[src/hdl/ext_mem_pin_map.vh]
// constants for the external memory interface pin sharing logic
`ifndef EXT_MEM_PIN_MAP_VH
`define EXT_MEM_PIN_MAP_VH
// =====================================================================
// mode encoding
`define MODE_SRAM 1'b0
`define MODE_DRAM 1'b1
// =====================================================================
// static-ram address bit positions on the shared pins
`define SRAM_BIT_PIN_A 9
`define SRAM_BIT_PIN_B 8
`define SRAM_BIT_PIN_C 12
`define SRAM_BIT_ROW 13
`define SRAM_BIT_PIN_D 10
`define SRAM_BIT_PIN_E 11
// dynamic-ram address bit positions on the shared pins
`define DRAM_BIT_PIN_A 5
`define DRAM_BIT_PIN_B 4
`define DRAM_BIT_PIN_C 8
`define DRAM_BIT_PIN_D 6
`define DRAM_BIT_PIN_E 7
// dynamic-ram address bits on the high nibble start here
`define DRAM_HI_NIBBLE_LSB 0
// =====================================================================
// reset values
`define RST_STROBE 1'b1
`define RST_NIBBLE 4'hf
`define RST_OE 4'h0
`define RST_HI_OE 4'hf
`define RST_PIN_OE 1'b0
`define RST_CAPTURE 1'b0
`define RST_RDATA 8'h00
// read data upper half in dram mode, where only the low nibble carries data
`define DRAM_RDATA_PAD 4'h0
`endif

[src/hdl/ext_memory_pin_mode_mux.v]
// pin sharing for the dsp external memory interface, sram or dram mode
//
// Summary of operation
// - pin a: sram address 9, dram 5
// - pin b: sram address 8, dram 4
// - pin c: sram address 12, dram 8
// - row pin: sram address 13, dram ras
// - one write strobe in both modes
// - shared pin: sram ale, dram cas
// - low nibble: sram addr/data, dram data
// - high nibble: sram addr/data, dram address
// - one read strobe in both modes
// - pin d: sram address 10, dram 6
// - pin e: sram address 11, dram 7
`timescale 1ns/10ps
`include "ext_mem_pin_map.vh"
module ext_memory_pin_mode_mux #(
  parameter ADDR_W = 14
) (
  input wire clk_sys_in,
  input wire rstn_in,
  input wire dram_mode_in,
  input wire [ADDR_W-1:0] sram_addr_in,
  input wire [ADDR_W-1:0] dram_addr_in,
  input wire [7:0] wdata_in,
  input wire ad_drive_in,
  input wire wdata_drive_in,
  input wire ale_in,
  input wire ras_n_in,
  input wire cas_n_in,
  input wire write_n_in,
  input wire read_n_in,
  input wire [3:0] shared_ad_low_nibble_in,
  input wire [3:0] shared_ad_high_nibble_in,
  output reg mem_addr_pin_a_out,
  output reg mem_addr_pin_b_out,
  output reg mem_addr_pin_c_out,
  output reg mem_addr_pin_d_out,
  output reg mem_addr_pin_e_out,
  output reg mem_addr_or_row_strobe_out,
  output reg mem_write_strobe_n_out,
  output reg mem_read_strobe_n_out,
  output reg mem_ale_or_col_strobe_out,
  output wire [3:0] shared_ad_low_nibble_out,
  output wire [3:0] shared_ad_low_nibble_oe_out,
  output reg [3:0] shared_ad_high_nibble_out,
  output reg [3:0] shared_ad_high_nibble_oe_out,
  output reg [7:0] rdata_out
);
  reg mode;
  // next values of the pin registers, chosen by the mode
  reg next_pin_a;
  reg next_pin_b;
  reg next_pin_c;
  reg next_pin_d;
  reg next_pin_e;
  reg next_row;
  reg next_col;
  reg [7:0] next_rdata;
  reg [3:0] next_low;
  reg next_low_oe;
  reg [3:0] next_high;
  reg next_high_oe;
  wire [3:0] low_rdata;

  // =====================================================================
  // single mode select for all shared pins
  // one flop feeds every pin mux, so no pin can switch a cycle ahead of the others;
  // the mode thus takes effect one edge later than the data it steers
  always @(posedge clk_sys_in)
  begin
    if (!rstn_in)
      mode <= `MODE_SRAM;
    else
      mode <= dram_mode_in;
  end

  // =====================================================================
  // low nibble source: dram data, or the sram address ahead of its data
  always @*
  begin
    if (mode == `MODE_DRAM)
    begin
      next_low = wdata_in[3:0];
      next_low_oe = wdata_drive_in;
    end
    else
    begin
      next_low = ad_drive_in ? sram_addr_in[3:0] : wdata_in[3:0];
      next_low_oe = ad_drive_in | wdata_drive_in;
    end
  end

  // =====================================================================
  // high nibble source: dram carries low address bits and is always driven
  always @*
  begin
    if (mode == `MODE_DRAM)
    begin
      next_high = dram_addr_in[`DRAM_HI_NIBBLE_LSB+3:`DRAM_HI_NIBBLE_LSB];
      next_high_oe = 1'b1;
    end
    else
    begin
      next_high = ad_drive_in ? sram_addr_in[7:4] : wdata_in[7:4];
      next_high_oe = ad_drive_in | wdata_drive_in;
    end
  end

  // =====================================================================
  // address, shared strobe and read capture sources from the current mode
  always @*
  begin
    if (mode == `MODE_DRAM)
    begin
      next_pin_a = dram_addr_in[`DRAM_BIT_PIN_A];
      next_pin_b = dram_addr_in[`DRAM_BIT_PIN_B];
      next_pin_c = dram_addr_in[`DRAM_BIT_PIN_C];
      next_pin_d = dram_addr_in[`DRAM_BIT_PIN_D];
      next_pin_e = dram_addr_in[`DRAM_BIT_PIN_E];
      next_row = ras_n_in;
      next_col = cas_n_in;
      next_rdata = {`DRAM_RDATA_PAD, low_rdata}; // high pins carry address here
    end
    else
    begin
      next_pin_a = sram_addr_in[`SRAM_BIT_PIN_A];
      next_pin_b = sram_addr_in[`SRAM_BIT_PIN_B];
      next_pin_c = sram_addr_in[`SRAM_BIT_PIN_C];
      next_pin_d = sram_addr_in[`SRAM_BIT_PIN_D];
      next_pin_e = sram_addr_in[`SRAM_BIT_PIN_E];
      next_row = sram_addr_in[`SRAM_BIT_ROW];
      next_col = ale_in;
      next_rdata = {shared_ad_high_nibble_in, low_rdata};
    end
  end

  // =====================================================================
  // registered address pins, parked high in reset
  always @(posedge clk_sys_in)
  begin
    if (!rstn_in)
    begin
      mem_addr_pin_a_out <= `RST_STROBE;
      mem_addr_pin_b_out <= `RST_STROBE;
      mem_addr_pin_c_out <= `RST_STROBE;
      mem_addr_pin_d_out <= `RST_STROBE;
      mem_addr_pin_e_out <= `RST_STROBE;
    end
    else
    begin
      mem_addr_pin_a_out <= next_pin_a;
      mem_addr_pin_b_out <= next_pin_b;
      mem_addr_pin_c_out <= next_pin_c;
      mem_addr_pin_d_out <= next_pin_d;
      mem_addr_pin_e_out <= next_pin_e;
    end
  end

  // =====================================================================
  // registered strobes, idle high so the ram stays deselected in reset
  always @(posedge clk_sys_in)
  begin
    if (!rstn_in)
    begin
      mem_addr_or_row_strobe_out <= `RST_STROBE;
      mem_ale_or_col_strobe_out <= `RST_STROBE;
      mem_write_strobe_n_out <= `RST_STROBE;
      mem_read_strobe_n_out <= `RST_STROBE;
    end
    else
    begin
      mem_addr_or_row_strobe_out <= next_row;
      mem_ale_or_col_strobe_out <= next_col;
      mem_write_strobe_n_out <= write_n_in;
      mem_read_strobe_n_out <= read_n_in;
    end
  end

  // =====================================================================
  // registered high nibble, driven high in reset
  always @(posedge clk_sys_in)
  begin
    if (!rstn_in)
    begin
      shared_ad_high_nibble_out <= `RST_NIBBLE;
      shared_ad_high_nibble_oe_out <= `RST_HI_OE;
    end
    else
    begin
      shared_ad_high_nibble_out <= next_high;
      shared_ad_high_nibble_oe_out <= {4{next_high_oe}};
    end
  end

  // =====================================================================
  // read capture; the low half has already passed the cell flop
  always @(posedge clk_sys_in)
  begin
    if (!rstn_in)
      rdata_out <= `RST_RDATA;
    else
      rdata_out <= next_rdata;
  end

  // =====================================================================
  // low nibble cell, released to input during reset
  nibble_pin_cell #(
    .WIDTH(4)
  ) low_cell (
    .clk_sys_in(clk_sys_in),
    .rstn_in(rstn_in),
    .data_in(next_low),
    .oe_in(next_low_oe),
    .pin_in(shared_ad_low_nibble_in),
    .pin_out(shared_ad_low_nibble_out),
    .pin_oe_out(shared_ad_low_nibble_oe_out),
    .rdata_out(low_rdata)
  );
endmodule

[src/hdl/nibble_pin_cell.v]
// one registered bidirectional nibble of shared pins
`timescale 1ns/10ps
`include "ext_mem_pin_map.vh"
module nibble_pin_cell #(
  parameter WIDTH = 4
) (
  input wire clk_sys_in,
  input wire rstn_in,
  input wire [WIDTH-1:0] data_in,
  input wire oe_in,
  input wire [WIDTH-1:0] pin_in,
  output reg [WIDTH-1:0] pin_out,
  output reg [WIDTH-1:0] pin_oe_out,
  output reg [WIDTH-1:0] rdata_out
);
  genvar i;
  // =====================================================================
  // per-bit output, enable and capture flops
  generate
    for (i = 0; i < WIDTH; i = i + 1)
    begin : bit_cell
      always @(posedge clk_sys_in)
      begin
        if (!rstn_in)
        begin
          pin_out[i] <= `RST_STROBE;
          pin_oe_out[i] <= `RST_PIN_OE;
          rdata_out[i] <= `RST_CAPTURE;
        end
        else
        begin
          pin_out[i] <= data_in[i];
          pin_oe_out[i] <= oe_in;
          rdata_out[i] <= pin_in[i];
        end
      end
    end
  endgenerate
endmodule

[config.mk]
export PLATFORM = sky130hd
export DESIGN_NAME = ext_memory_pin_mode_mux
export DESIGN_NICKNAME = d
export VERILOG_FILES = /design/src/hdl/ext_memory_pin_mode_mux.v /design/src/hdl/nibble_pin_cell.v
export VERILOG_INCLUDE_DIRS = /design/src /design/src/hdl
export SDC_FILE = /design/constraint.sdc
export NUM_CORES = 1
export LEC_CHECK = 0
export BUFFER_PORTS_ARGS = -buffer_cell sky130_fd_sc_hd__buf_2
export CAP_MARGIN = 20
export CORE_MARGIN = 3
export CORE_UTILIZATION = 40
export DETAILED_ROUTE_END_ITERATION = 7
export GPL_TIMING_DRIVEN = 0
export PLACE_DENSITY = 0.8
export SYNTH_ARGS = -nofsm -noshare
export SYNTH_HDL_FRONTEND = slang
export SYNTH_HIERARCHICAL = 1
export SYNTH_SLANG_ARGS = --single-unit
[constraint.sdc]
create_clock -name clk_sys_in -period 2.2 [get_ports clk_sys_in]
set_input_delay 0.44 -clock clk_sys_in [delete_from_list [all_inputs] [get_ports clk_sys_in]]
set_output_delay 0.44 -clock clk_sys_in [all_outputs]
set_load 0.01 [all_outputs]
==> flow_summary_export.csv <==
group,metric,value,unit
critical_path,critPathSlowestCell,"dfxtp_1",
critical_path,rr_startpoint,"mode",
logic_synthesis,syn_area_per_cell,11.52,sq um
die,die_area,3495,sq um
placement,dpl.cell_count,208,
cells_and_area,nets,239,
critical_path,worst-setup-path-type,"flop to output pin",
critical_path,startpoint_type,"flop",
logic_synthesis,syn-num-nets,152,
sta,timing.fmax,0.7259,GHz
routing,routedWlPerCell,12.03,um
routing,drt_iter0_markers,5,
sta,period_needed,1.378,ns
routing,totalWireLength,2586,um
global_route,grt_use_total,16.67,%
flow_run,maxCapViolations,0,
die,die_y,59.12,um
global_route,grt_max_degree,11,
die,die_w,59.12,um
critical_path,r2r_end,"low_cell/pin_out[1]",
power,p_clk_share,27.0,%
cells_and_area,layout_commonest_cell,"buf_2",
sta,fin_crit_sh,62.62,%
min_path,min_path_cells,2,
clocking,cts_tree,"yes",
critical_path,cp-startpoint,"shared_ad_high_nibble_oe_out[0]",
power,p_per_area,677.7,nW/um^2
clocking,cts_buffers,5,
cells_and_area,drive_gt1_share,55.68,%
clocking,postCtsHoldBufs,0,
critical_path,critPathMaxFanout,4,
sta,slew_violations,0,
power,leakagePower,0.8451,nW
global_route,grt_pass1_vias,1008,
die,core_area,2567,sq um
logic_synthesis,synthTopCellsByArea,"dfxtp_1 (57%), mux2i_1 (9.8%), and2_1 (7.8%)",
cells_and_area,final_cells,215,
critical_path,crit_required,1.76,ns
die,io_pins,87,
sta,tightest_slew,0.2088,ns
clocking,cts_max_path_buffers,2,
status,status,"complete, no violations",
logic_synthesis,yosys_warnings,6,
sta,grt_setup_unrepaired,"false",
routing,routed_via_density,4.391,
logic_synthesis,syn_inst,98,
sta,final-setup-viol-count,0,
logic_synthesis,synth_cell_type_count,16,
die,initial_core_util,43.96,%
placement,place_congestion,0.6756,
clocking,htree_levels,2,
cells_and_area,area_growth,42.90,%
critical_path,r2r_cells,3,
global_route,antenna_found_initial,0,
clocking,cts_resized,0,
sta,finClkSkew,0.008812,ns
critical_path,rrSetupSlack,1.06,ns
placement,dp_hpwl,2141,um
global_route,grt_pass1_wl,4181,um
cells_and_area,final_cell_mix,"buf_2 (83), dfxtp_1 (32), and2_1 (14)",
logic_synthesis,syn_area,1129,sq um
clocking,worst_skew_pair.late_latency,0.33,ns
sta,report.final.hold_viol_count,0,
power,combPwrFrac,15.9,%
critical_path,critPathCapture,"shared_ad_high_nibble_oe_out[1]",
sta,maxSlewHeadroom,86.05,%
routing,antenna_left,0,
sta,setup_tns,0,ns
power,internal-power,0.8317,mW
min_path,hold_path_class,"input port to flop",
clocking,cts_setup_buffers,0,
routing,firstDrtPassIters,2,
power,switching_share,23.90,%
placement,io_buffers,80,
global_route,globalRouteOverflowTotal,0,
logic_synthesis,ys_ff_latch,32,
routing,vias,944,
logic_synthesis,ys_seq_area_share,56.76,%
routing,drc,0,
cells_and_area,antenna_cells,0,
critical_path,cp_cell_sequence,"buf_4 > buf_2",
clocking,clk_pin_slew,0.08,ns
critical_path,slowest_delay,0.38,ns
logic_synthesis,yosysTopAreaCellShare,56.76,%
power,power.switching,0.2613,mW
power,vdd.ir_drop.worst,0.0004441,V
die,placementRows,18,
critical_path,critPathCaptureType,"output pin",
power,seqPwrFrac,57.1,%
clocking,clock-sinks,32,
clocking,root_buffer,"clkbuf_4",
cells_and_area,utilization,62.82,%
critical_path,cp.arrival,0.94,ns
logic_synthesis,synth_top_area_cell,"dfxtp_1",
==> power by group through the flow <==
stage	logic, mW	registers, mW	clock network (mW)
after floorplan	0.0737	0.654	0
after global placement	0.172	0.636	0
after detailed placement	0.177	0.638	0
after CTS	0.178	0.625	0.308
after global routing	0.195	0.628	0.332
final	0.174	0.624	0.295
==> stage by stage <==
stage               power, mW  hold slack (ns)  area, sq um  setup WS [ns]
floorplan              0.7278           0.4119         1129         0.9040
global placement       0.8081           0.4166         1567         0.8441
detailed placement     0.8153           0.4186         1567         0.8112
CTS                     1.110           0.2833         1613         0.8009
global route            1.155           0.2858         1613         0.7561
finish                  1.093           0.2932         1613         0.8223
==> synth_stat cells <==
cell type and instances:
and3b_1 3, nor2b_4 1, nor2_1 1, buf_6 1, buf_2 3, or2_2 1, nor2b_1 1, and2_1 14
dfxtp_1 32, mux2_4 4, buf_4 7, a21oi_1 3, nand2_1 9, mux2i_1 11, a2bb2oi_1 1, nand2b_1 6
==> final cells by class <==
class | instances | area, sq um
fill | 231 | 954.7
sequential | 32 | 640.6
multi-input combinational | 55 | 409.1
timing repair buffer | 80 | 400.4
buffer | 11 | 78.83
clock buffer | 6 | 41.29
tap | 30 | 37.54
clock inverter | 1 | 5.005
==> worst min-delay path by stage <==
| stage | end | slack, ns | start |
|---|---|---|---|
| after floorplan | rdata_out[0] | 0.41 | low_cell/rdata_out[0] |
| after global placement | rdata_out[3] | 0.42 | low_cell/rdata_out[3] |
| after detailed placement | rdata_out[0] | 0.42 | low_cell/rdata_out[0] |
| after CTS | mem_read_strobe_n_out | 0.28 | read_n_in |
| after global routing | mem_write_strobe_n_out | 0.29 | write_n_in |
| final | mem_read_strobe_n_out | 0.29 | read_n_in |
==> routing by layer <==
| layer | wire, um | GRT usage (%) | vias to the layer above |
|---|---|---|---|
| li1 | - | - | 481 |
| met1 | 912 | 15.22 | 404 |
| met2 | 1312 | 29.97 | 52 |
| met3 | 294 | 6.318 | 7 |
| met4 | 67 | 11.65 | 0 |
| met5 | 0 | 0 | - |
==> critical path: cells and delay by family (launching register included) <==
family / cells / cell delay (ns)
flip-flops: 1 / 0.38
buffers and inverters: 2 / 0.23
==> registers in the layout, indices dropped and copies added (netlist names) <==
name / cells
mem_ale_or_col_strobe_out: 1
low_cell/rdata_out: 4
mem_addr_or_row_strobe_out: 1
mode: 1
low_cell/pin_oe_out: 1
mem_read_strobe_n_out: 1
shared_ad_high_nibble_oe_out: 1
mem_addr_pin_d_out: 1
shared_ad_high_nibble_out: 4
rdata_out: 8
mem_addr_pin_b_out: 1
low_cell/pin_out: 4
mem_addr_pin_c_out: 1
mem_write_strobe_n_out: 1
mem_addr_pin_a_out: 1
mem_addr_pin_e_out: 1
==> cells by family (layout without fill, tap and decap cells) <==
logic type	after synthesis	in the layout	share of synthesized area, %
and+or+nand+nor	36	36	19.07
DFF	32	32	56.76
muxes	15	15	15.08
buffers and inverters	11	98	6.984
AOI/OAI and AO/OA	4	4	2.106
No activity file was read; power rests on OpenSTA's default activity.
